<file path="config.mk">
export PLATFORM = sky130hd
export DESIGN_NAME = lsc_speed_ctl
export DESIGN_NICKNAME = d
export VERILOG_FILES = /design/src/pkg/lsc_pkg.sv /design/src/hdl/lsc_speed_ctl.sv
export SDC_FILE = /design/constraint.sdc
export NUM_CORES = 1
export LEC_CHECK = 0
export BUFFER_PORTS_ARGS = -buffer_cell sky130_fd_sc_hd__buf_2
export CORE_UTILIZATION = 43
export DETAILED_ROUTE_END_ITERATION = 16
export GPL_ROUTABILITY_DRIVEN = 0
export PLACE_DENSITY = 0.79
export SYNTH_ARGS = -nofsm -noshare
export SYNTH_HDL_FRONTEND = slang
export SYNTH_SLANG_ARGS = --single-unit
</file>
<file path="constraint.sdc">
create_clock -name clk -period 1.9 [get_ports clk]
set_input_delay 0.19 -clock clk [delete_from_list [all_inputs] [get_ports clk]]
set_output_delay 0.19 -clock clk [all_outputs]
set_load 0.03 [all_outputs]
</file>
<file path="src/pkg/lsc_pkg.sv">
// Package for the link speed control block
package lsc_pkg;

   // ****************************************
   // Register offsets
   // ****************************************
   localparam logic [3:0] LINK_CONTROL_REG_OFS   = 4'h0;
   localparam logic [3:0] LINK_STATUS_REG_OFS    = 4'h1;
   localparam logic [3:0] LINK_CONTROL2_REG_OFS  = 4'h2;
   localparam logic [3:0] PHY_LINK_CFG0_REG_OFS  = 4'h3;
   localparam logic [3:0] PHY_LINK_STATE0_REG_OFS = 4'h4;

   // ****************************************
   // Field positions
   // ****************************************
   localparam int LCTL_RETRAIN_BIT   = 5;
   localparam int LCTL_BW_INTEN_BIT  = 10;
   localparam int LSTS_SPEED_LSB     = 0;
   localparam int LSTS_BW_MGMT_BIT   = 14;
   localparam int LSTS_AUTO_BW_BIT   = 15;
   localparam int LCTL2_TARGET_LSB   = 0;
   localparam int LCTL2_HW_AUTONOMOUS_SPEED_DISABLE_BIT     = 5;
   localparam int CFG0_INHIBIT_BIT   = 0;
   localparam int STATE0_FULL_BIT    = 0;
   localparam int TS_AUTO_CHG_BIT    = 6;

   // ****************************************
   // Speed encodings and reset values
   // ****************************************
   localparam logic [3:0] SPEED_2G5      = 4'h1;
   localparam logic [3:0] SPEED_5G0      = 4'h2;
   localparam logic [3:0] TARGET_RST     = SPEED_5G0;
   localparam logic       INHIBIT_RST    = 1'b0;

   // ****************************************
   // Types
   // ****************************************
   typedef enum logic [2:0] {
      ST_DOWN    = 3'b000,
      ST_UP      = 3'b001,
      ST_CHANGE  = 3'b010,
      ST_RETRAIN = 3'b011
   } lsc_state_t;

   typedef enum logic [1:0] {
      CH_NONE    = 2'b00,
      CH_AUTO    = 2'b01,
      CH_SW      = 2'b10
   } lsc_cause_t;

   typedef struct packed {
      logic [3:0]  addr;
      logic [31:0] wdata;
      logic        wr;
      logic        rd;
   } lsc_req_t;

   typedef struct packed {
      logic speed_req;
      logic speed_5g;
      logic retrain;
      logic to_detect;
      logic adv_5g;
      logic auto_chg;
   } lsc_ltssm_t;

endpackage
</file>
<file path="src/hdl/lsc_speed_ctl.sv">
// Link speed control for one switch port
`timescale 1ns/100ps

module lsc_speed_ctl (
   // Clock and reset
   input  wire logic              clk,
   input  wire logic              rst,
   // Port role
   input  wire logic              is_downstream,
   // Register port
   input  wire lsc_pkg::lsc_req_t reg_req,
   output logic [31:0]            reg_rdata,
   // LTSSM observation
   input  wire logic              dl_active,
   input  wire logic              in_detect,
   input  wire logic              cfg_entry,
   input  wire logic              partner_5g,
   input  wire logic              link_at_5g,
   input  wire logic              change_done,
   input  wire logic              change_fail,
   input  wire logic              reliab_down,
   input  wire logic              partner_chg,
   input  wire logic              partner_auto,
   // LTSSM control and bandwidth notification
   output lsc_pkg::lsc_ltssm_t    ltssm_ctl,
   output logic                   bw_notify
);

   // ****************************************
   // State
   // ****************************************
   typedef struct packed {
      lsc_pkg::lsc_state_t st;
      lsc_pkg::lsc_cause_t cause;
      logic [3:0]          target;
      logic                inhibit;
      logic                int_en;
      logic                bw_sts;
      logic                abw_sts;
      logic                partner5;
      logic                cur5;
      logic                adv5;
      logic                auto_done;
      lsc_pkg::lsc_ltssm_t ctl;
      logic [31:0]         rdata;
      logic                notify;
   } lsc_regs_t;

   lsc_regs_t s_r;
   lsc_regs_t s_nxt;

   logic wr_ctl;
   logic wr_ctl2;
   logic wr_cfg0;
   logic wr_st0;
   logic retrain_wr;
   logic full_wr;
   logic want5;

   always_comb begin
      wr_ctl  = reg_req.wr && reg_req.addr == lsc_pkg::LINK_CONTROL_REG_OFS;
      wr_ctl2 = reg_req.wr && reg_req.addr == lsc_pkg::LINK_CONTROL2_REG_OFS;
      wr_cfg0 = reg_req.wr && reg_req.addr == lsc_pkg::PHY_LINK_CFG0_REG_OFS;
      wr_st0  = reg_req.wr &&
                reg_req.addr == lsc_pkg::PHY_LINK_STATE0_REG_OFS;
      retrain_wr = wr_ctl && reg_req.wdata[lsc_pkg::LCTL_RETRAIN_BIT];
      full_wr    = wr_st0 && reg_req.wdata[lsc_pkg::STATE0_FULL_BIT];
      want5      = s_r.target == lsc_pkg::SPEED_5G0;
   end

   // ****************************************
   // Next state
   // ****************************************
   always_comb begin
      s_nxt = s_r;
      s_nxt.ctl.speed_req = 1'b0;
      s_nxt.ctl.retrain   = 1'b0;
      s_nxt.ctl.to_detect = 1'b0;
      s_nxt.ctl.auto_chg  = 1'b0;
      s_nxt.cur5 = link_at_5g;
      if (wr_ctl)
         s_nxt.int_en = reg_req.wdata[lsc_pkg::LCTL_BW_INTEN_BIT];
      if (wr_ctl2)
         s_nxt.target = reg_req.wdata[lsc_pkg::LCTL2_TARGET_LSB +: 4];
      if (wr_cfg0)
         s_nxt.inhibit = reg_req.wdata[lsc_pkg::CFG0_INHIBIT_BIT];
      if (cfg_entry)
         s_nxt.partner5 = partner_5g;

      // ****************************************
      // Status flags
      // ****************************************
      // Status clears are write-one-to-clear; hardware set wins below
      if (reg_req.wr && reg_req.addr == lsc_pkg::LINK_STATUS_REG_OFS) begin
         if (reg_req.wdata[lsc_pkg::LSTS_BW_MGMT_BIT])
            s_nxt.bw_sts = 1'b0;
         if (reg_req.wdata[lsc_pkg::LSTS_AUTO_BW_BIT])
            s_nxt.abw_sts = 1'b0;
      end
      // Advertise 5.0 only while the target is 5.0
      if (wr_ctl2)
         s_nxt.adv5 = reg_req.wdata[lsc_pkg::LCTL2_TARGET_LSB +: 4] ==
                      lsc_pkg::SPEED_5G0;
      if (retrain_wr)
         s_nxt.bw_sts = 1'b1;
      if (partner_chg && is_downstream) begin
         if (partner_auto)
            s_nxt.abw_sts = 1'b1;
         else
            s_nxt.bw_sts = 1'b1;
      end
      if (reliab_down && s_r.cur5 && is_downstream)
         s_nxt.bw_sts = 1'b1;

      // ****************************************
      // Speed control
      // ****************************************
      unique case (s_r.st)
         lsc_pkg::ST_DOWN: begin
            s_nxt.auto_done = 1'b0;
            if (dl_active)
               s_nxt.st = lsc_pkg::ST_UP;
         end
         lsc_pkg::ST_UP: begin
            if (!dl_active) begin
               s_nxt.st = lsc_pkg::ST_DOWN;
            end else if (retrain_wr) begin
               // Speed_Change only toward an advertised rate
               s_nxt.ctl.retrain  = 1'b1;
               s_nxt.ctl.speed_5g = want5;
               s_nxt.ctl.speed_req = (want5 != s_r.cur5) &&
                  (!want5 || s_r.partner5);
               s_nxt.cause = lsc_pkg::CH_SW;
               s_nxt.st = lsc_pkg::ST_CHANGE;
            end else if (!s_r.auto_done && is_downstream && want5 &&
                         !s_r.inhibit && !s_r.cur5 && s_r.partner5) begin
               s_nxt.ctl.retrain   = 1'b1;
               s_nxt.ctl.speed_req = 1'b1;
               s_nxt.ctl.speed_5g  = 1'b1;
               s_nxt.cause = lsc_pkg::CH_AUTO;
               s_nxt.auto_done = 1'b1;
               s_nxt.st = lsc_pkg::ST_CHANGE;
            end
         end
         lsc_pkg::ST_CHANGE: begin
            // Failure reverts to 2.5; auto_done blocks any autonomous retry, software retrain still allowed
            if (change_fail)
               s_nxt.auto_done = 1'b1;
            if (change_done || change_fail)
               s_nxt.st = lsc_pkg::ST_UP;
            if (!dl_active)
               s_nxt.st = lsc_pkg::ST_DOWN;
         end
         lsc_pkg::ST_RETRAIN: begin
            if (in_detect)
               s_nxt.st = lsc_pkg::ST_DOWN;
         end
         default: s_nxt.st = lsc_pkg::ST_DOWN;
      endcase
      // A full retrain write sends the LTSSM to Detect and cancels any speed request
      if (full_wr) begin
         s_nxt.ctl.to_detect = 1'b1;
         s_nxt.ctl.speed_req = 1'b0;
         s_nxt.st = lsc_pkg::ST_RETRAIN;
      end
      s_nxt.ctl.adv_5g = s_nxt.adv5;
      s_nxt.notify = s_nxt.bw_sts && s_nxt.int_en && is_downstream;

      // ****************************************
      // Read data
      // ****************************************
      s_nxt.rdata = 32'h0;
      if (reg_req.rd) begin
         unique case (reg_req.addr)
            lsc_pkg::LINK_CONTROL_REG_OFS:
               s_nxt.rdata[lsc_pkg::LCTL_BW_INTEN_BIT] = s_r.int_en;
            lsc_pkg::LINK_STATUS_REG_OFS: begin
               s_nxt.rdata[lsc_pkg::LSTS_SPEED_LSB +: 4] = s_r.cur5 ?
                  lsc_pkg::SPEED_5G0 : lsc_pkg::SPEED_2G5;
               s_nxt.rdata[lsc_pkg::LSTS_BW_MGMT_BIT] = s_r.bw_sts;
               s_nxt.rdata[lsc_pkg::LSTS_AUTO_BW_BIT] = s_r.abw_sts;
            end
            lsc_pkg::LINK_CONTROL2_REG_OFS:
               s_nxt.rdata[lsc_pkg::LCTL2_TARGET_LSB +: 4] = s_r.target;
            lsc_pkg::PHY_LINK_CFG0_REG_OFS:
               s_nxt.rdata[lsc_pkg::CFG0_INHIBIT_BIT] = s_r.inhibit;
            default: s_nxt.rdata = 32'h0;
         endcase
      end
   end

   always_ff @(posedge clk) begin
      if (rst) begin
         s_r          <= '0;
         s_r.st       <= lsc_pkg::ST_DOWN;
         s_r.target   <= lsc_pkg::TARGET_RST;
         s_r.inhibit  <= lsc_pkg::INHIBIT_RST;
         s_r.adv5     <= 1'b1;
         s_r.ctl.adv_5g <= 1'b1;
      end else begin
         s_r <= s_nxt;
      end
   end

   assign reg_rdata = s_r.rdata;
   assign ltssm_ctl = s_r.ctl;
   assign bw_notify = s_r.notify;

   // ****************************************
   // Assertions: reset and advertising
   // ****************************************
   target_reset_a: assert property (
      @(posedge clk)
      $fell(rst) |-> s_r.target == lsc_pkg::SPEED_5G0)
      else $error("target not 5.0");

   adv_track_a: assert property (
      @(posedge clk) disable iff (rst)
      wr_ctl2 |=> (ltssm_ctl.adv_5g == want5))
      else $error("advertise mismatch");

   adv_keep_a: assert property (
      @(posedge clk) disable iff (rst)
      reliab_down && !wr_ctl2 |=> ltssm_ctl.adv_5g == $past(s_r.adv5))
      else $error("advertising lost on downgrade");

   adv_drop_a: assert property (
      @(posedge clk) disable iff (rst)
      wr_ctl2 && reg_req.wdata[lsc_pkg::LCTL2_TARGET_LSB +: 4] ==
      lsc_pkg::SPEED_2G5 |=> !ltssm_ctl.adv_5g)
      else $error("5.0 still advertised");

   autochg_a: assert property (
      @(posedge clk) disable iff (rst)
      !ltssm_ctl.auto_chg)
      else $error("autonomous bit set");

   hw_autonomous_speed_disable_zero_a: assert property (
      @(posedge clk) disable iff (rst)
      reg_req.rd && reg_req.addr == lsc_pkg::LINK_CONTROL2_REG_OFS
      |=> !reg_rdata[lsc_pkg::LCTL2_HW_AUTONOMOUS_SPEED_DISABLE_BIT])
      else $error("speed disable bit reads one");

   record_a: assert property (
      @(posedge clk) disable iff (rst)
      cfg_entry |=> s_r.partner5 == $past(partner_5g))
      else $error("partner rates not recorded");

   // ****************************************
   // Assertions: speed changes
   // ****************************************
   up_no_auto_a: assert property (
      @(posedge clk) disable iff (rst)
      !is_downstream && !retrain_wr |=> !ltssm_ctl.speed_req)
      else $error("upstream autonomous upgrade");

   inhibit_a: assert property (
      @(posedge clk) disable iff (rst)
      s_r.inhibit && !retrain_wr |=> !ltssm_ctl.speed_req)
      else $error("upgrade despite inhibit");

   speed_field_a: assert property (
      @(posedge clk) disable iff (rst)
      ##1 1 |-> s_r.cur5 == $past(link_at_5g))
      else $error("current speed stale");

   sw_up_a: assert property (
      @(posedge clk) disable iff (rst)
      s_r.st == lsc_pkg::ST_UP && dl_active && retrain_wr && want5 &&
      !s_r.cur5 && s_r.partner5 && !full_wr
      |=> ltssm_ctl.speed_req && ltssm_ctl.speed_5g)
      else $error("software upgrade not started");

   no_retry_a: assert property (
      @(posedge clk) disable iff (rst)
      s_r.st == lsc_pkg::ST_CHANGE && change_fail && dl_active
      |=> !retrain_wr |=> !ltssm_ctl.speed_req)
      else $error("upgrade retried after failure");

   stay_low_a: assert property (
      @(posedge clk) disable iff (rst)
      s_r.st == lsc_pkg::ST_UP && !s_r.cur5 && s_r.auto_done &&
      !retrain_wr |=> !ltssm_ctl.speed_req)
      else $error("left lower rate on its own");

   full_det_a: assert property (
      @(posedge clk) disable iff (rst)
      full_wr |=> ltssm_ctl.to_detect ##1 !ltssm_ctl.to_detect)
      else $error("full retrain missing");

   unsup_a: assert property (
      @(posedge clk) disable iff (rst)
      ltssm_ctl.speed_req && ltssm_ctl.speed_5g |-> $past(s_r.partner5))
      else $error("unadvertised rate");

   // ****************************************
   // Assertions: status flags
   // ****************************************
   bw_hold_a: assert property (
      @(posedge clk) disable iff (rst)
      !retrain_wr && !reliab_down && !partner_chg &&
      !(reg_req.wr && reg_req.addr == lsc_pkg::LINK_STATUS_REG_OFS)
      |=> s_r.bw_sts == $past(s_r.bw_sts))
      else $error("bandwidth flag moved");

   bw_retrain_a: assert property (
      @(posedge clk) disable iff (rst)
      retrain_wr |=> s_r.bw_sts)
      else $error("retrain not flagged");

   abw_set_a: assert property (
      @(posedge clk) disable iff (rst)
      partner_chg && partner_auto && is_downstream |=> s_r.abw_sts)
      else $error("autonomous flag not set");

   bw_partner_a: assert property (
      @(posedge clk) disable iff (rst)
      partner_chg && !partner_auto && is_downstream |=> s_r.bw_sts)
      else $error("partner change not flagged");

   bw_reliab_a: assert property (
      @(posedge clk) disable iff (rst)
      reliab_down && s_r.cur5 && is_downstream |=> s_r.bw_sts)
      else $error("downgrade not flagged");

   notify_en_a: assert property (
      @(posedge clk) disable iff (rst)
      bw_notify |-> $past(s_r.int_en || wr_ctl))
      else $error("notify without enable");

   // ****************************************
   // Covers
   // ****************************************
   auto_up_c: cover property (@(posedge clk) s_r.cause == lsc_pkg::CH_AUTO);

   sw_chg_c: cover property (@(posedge clk) retrain_wr ##1 ltssm_ctl.retrain);

   full_c: cover property (@(posedge clk) ltssm_ctl.to_detect);

   rel_down_c: cover property (@(posedge clk) reliab_down && s_r.cur5);

   fail_c: cover property (@(posedge clk) change_fail);

endmodule

</file>
# --- Word-level counts from Yosys, hierarchy flattened ---
# Index checks and enable logic that the tools add are counted.
totals:
  in_bits: 51
  output_inout_bits: 39
  register_bits: 53
classes:
  n_reduce_logical: 38
  n_eq_ne: 22
  bitwise_logic: 5
  n_mux: 32
op_table:
  columns: ["op", "count"]
  rows:
  - ["$mux W3", 7]
  - ["$logic_and A1 B1 Y1", 18]
  - ["$eq A4 B2 Y1 const B", 4]
  - ["$mux W16", 1]
  - ["$mux W1", 12]
  - ["$ne A2 B2 Y1 const B", 6]
  - ["$pmux W3 S4", 1]
  - ["$mux W5", 2]
  - ["$ne A3 B3 Y1 const B", 3]
  - ["$reduce_or A3 Y1", 3]
  - ["$mux W2", 4]
  - ["$mux W4", 2]
  - ["$ne A4 B4 Y1 const B", 2]
  - ["$reduce_and A4 Y1", 2]
  - ["$eq A3 B2 Y1 const B", 2]
  - ["$pmux W1 S3", 2]
  - ["$pmux W3 S2", 1]
  - ["$ne A5 B5 Y1 const B", 1]
  - ["$not A1 Y1", 5]
  - ["$reduce_and A5 Y1", 1]
  - ["$eq A4 B1 Y1 const B", 1]
  - ["$eq A4 B3 Y1 const B", 1]
  - ["$logic_not A1 Y1", 4]
  - ["$logic_not A4 Y1", 1]
  - ["other kinds (9)", 11]

# --- Longest topological paths before layout ---
logic_depth:
  word_depth: 11
  mapped_depth: 6

# --- Worst setup path after synthesis ---
# OpenSTA, ideal clock, no wires.
synth_path:
  path_kind: "reg-to-reg"
  from: "register s_r[53] in the netlist's numbering"
  to: "register s_r[53] in the netlist's numbering"
  synth_period_minus_slack_ns: 1.515
  slack_ns: 0.385
  arrival_ns: 1.436
  setup_ns: 0.079
  path_stages_with_launch: 7
  path_buffers: 0
  path_cell_list: "dfxtp_1 > inv_1 > ha_1 > nor4bb_1 > a2111oi_0 > o311ai_0 > o211ai_1"
synth_between:
  elab_chain_len: 3
  elab_cells_between_ends: 11
  cone_classes: "eq/ne: 7; mux: 2; reduce/logical: 2"
synth_rtl:
  columns: ["element", "line_no", "text"]
  rows:
  - ["start, declared", "lsc_speed_ctl.sv:49", "lsc_regs_t s_r;"]
  - ["start signal, assigned", "lsc_speed_ctl.sv:201", "s_r <= s_nxt;"]
  - ["$eq A3 B1 Y1 (tied with other cells)", "lsc_speed_ctl.sv:118", "unique case (s_r.st)"]
  - ["$ne A5 B5 Y1 (no line) (tied with other cells)", null, null]
  - ["$reduce_and A4 Y1 (no line) / $mux W3 (equally long branches)", null, null]
# Parallel ways exist; a longest one is shown, timed or not.
# A chain may end at the register's enable or synchronous reset.

# --- Worst setup path after layout ---
# Ends and elaborated chain as after synthesis.

==> results.ini <==
[status]
outcome=finished clean

[sta]
max_clock_freq_ghz=0.5708
maxSlewViolCount=0
setup-tns-final_ns=0
period_share_pct=92.20
setup_viol=0
rsz0062_at_grt=false
hold_ws_ns=0.06773
fin_crit_ns=1.752
finalClockSkew_ns=0.009083
hold_violations=0

[detailed_routing]
routed.top_layer=met4
wl_mm=2.494
wl_met2_mm=1.145
wl_per_cell_um=10.14
first_pass_iters=4
viasPerCell=4.610
route.detailed.drc=0
antenna_left=0
wl_met3_um=226
num_vias=1134
first_iter_violations=55
met1Wirelength_mm=1.112

[floorplan]
io_pins=90
die_area_mm2=0.003765
die_x_um=61.36
start_util_pct=45.05
coreArea_mm2=0.003363
die_h_um=61.36
num_rows=21

[global_route]
grt.total_usage_pct=15.19
grt_max_degree=14
antenna_found_initial=0
grt_pass1_wl_mm=4.181
grt_overflow=0
grt_pass1_vias=967

[clocking]
cts_buffers=3
path_clk_slew_ns=0.13
htree_num_levels=1
hold_buffers=0
clock_latency_ns=0.32
ctsRootBufferMaster=clkbuf_4
clockBufferDepth=2
cts_tree=built
cts_sinks=26

[critical_path]
slowest_stage=dfxtp_1
required_ns=2.15
start_kind=flip-flop
crit_chain=inv_1 -> ha_1 -> nor4bb_1 -> a2111oi_1 -> o311ai_0 -> o211ai_1
cp_num_buf_inv=1
critical_path_class=flip-flop to flip-flop
crit_path_max_incr_delay_ns=0.41
cpLargestDelayFamily=compound AO/OA/AOI/OAI gates
worstPathMaxFanout=4
worstSetupEndpointType=flip-flop
arrival_ns=2.00

[cells_and_area]
area_growth_pct=6.524
fill_cells=348
finalNonFillerCells=246
antenna_cells=0
nets=258
final_common_cell=buf_2
final_cell_area_mm2=0.001614
layout_common_cells=39 x buf_2, 26 x conb_1, 26 x dfxtp_1
drive_gt1_share_pct=28.00

[synth]
yosys_warnings=0
ys_ff_latch=26
synthAdderAreaFrac_pct=4.129
synthSimpleGateAreaFrac_pct=23.62
synthXorXnorAreaFrac_pct=0
synth_top_family_by_area=simple AND/OR/NAND/NOR gates
synth_compound_area_share_pct=10.98
synthMuxAreaShare_pct=4.046
synth_cell_type_count=44
syn-cell-area_mm2=0.001515
avgSynthCellArea_um2=8.913
yosysTopAreaCellShare_pct=34.35
yosysTopAreaCell=dfxtp_1
synth_area_leaders=dfxtp_1 34%, buf_4 19%, ha_1 4.1%
synth_cells=170
ys_seq_area_share_pct=34.35

[job]
maxCapViolations=0

[placed_design]
place_hpwl_mm=2.048
dpl_cell_area_mm2=0.001590
placedCellCount=243
io_buffers=39

[power]
total_leakage_power_uw=0.0008036
ir_drop_v=0.0003811
p_per_area_mw_per_mm2=636.4
p_total_uw=1027

[min_path]
min_path_type=input port to flip-flop

==> state kept, by name, summed over array words and instances (netlist names) <==
| name | cells |
|---|---|
| reg_rdata | 7 |
| s_r | 13 |
| ltssm_ctl | 5 |
| bw_notify | 1 |
==> power breakdown <==
| group | internal (µW) | switching (µW) | leakage (µW) |
|---|---|---|---|
| logic | 78.2 | 154 | 0.000579 |
| clock network | 74.3 | 149 | 0.0000138 |
| registers | 560 | 11.8 | 0.000211 |
==> cell usage after synthesis, drive strengths merged <==
library cell,count
buf,42
dfxtp,26
nand2,13
nand3,9
nor2,8
and3,7
inv,7
nor2b,7
ha,5
mux2i,5
a21oi,4
nor3,4
o211ai,3
a211oi,2
a21boi,2
a31oi,2
nand2b,2
nor3b,2
nor4b,2
a2111oi,1
a22oi,1
a32oi,1
a41o,1
and2,1
and3b,1
clkbuf,1
conb,1
mux2,1
nand4b,1
nor4,1
nor4bb,1
o2111ai,1
o21ai,1
o311ai,1
o31a,1
o32a,1
or4b,1
==> routing by layer <==
metal,vias up,track usage [%]
met2,56,23.76
li1,583,-
met5,-,0
met4,0,4.444
met1,493,20.80
met3,2,3.782
==> cell type report <==
class / instances / area [µm²] / area share (%)
Tap cell: 46 / 57.56 / 3.566
Inverter: 7 / 26.28 / 1.628
Clock buffer: 3 / 22.52 / 1.395
Sequential cell: 26 / 520.5 / 32.25
Timing Repair Buffer: 45 / 240.2 / 14.88
Multi-Input combinational cell: 119 / 747.0 / 46.28
==> metrics by stage <==
step                      utilization [%]  setup WS [ns]
after detailed placement            47.28         0.1657
after global routing                47.99        0.01249
after global placement              47.28         0.1748
final                               47.99         0.1482
after floorplan                         -         0.3851
after CTS                           47.95         0.1376
==> path summary, 6_finish.rpt <==
path	startpoint	endpoint	slack (ns)	cells past startpoint
max	s_r[53]	s_r[53]	0.15	6
min	link_at_5g	s_r[41]	0.07	2
max reg2reg	s_r[53]	s_r[53]	0.15	6
min reg2reg	ltssm_ctl[4]	ltssm_ctl[4]	0.48	2
==> repair_timing <==
action,in CTS,in global routing
buffers inserted,0,0
setup endpoints to repair,0,2
gates resized for setup,0,1
hold endpoints to repair,0,0
==> logic make-up (layout without fill, tap and decap cells) <==
family	Yosys count	after routing
other cells	1	26
flops	26	26
buf+inv	50	55
mux	6	6
fa+ha+maj	5	5
compound gates	22	22
simple gates	60	60
==> worst register-to-register path: stages (launching register included) <==
cell and delay (ns):
dfxtp_1 0.41, inv_1 0.09, ha_1 0.25, nor4bb_1 0.15, a2111oi_1 0.39, o311ai_0 0.24
o211ai_1 0.15
Power figures use the tool's default switching activity.
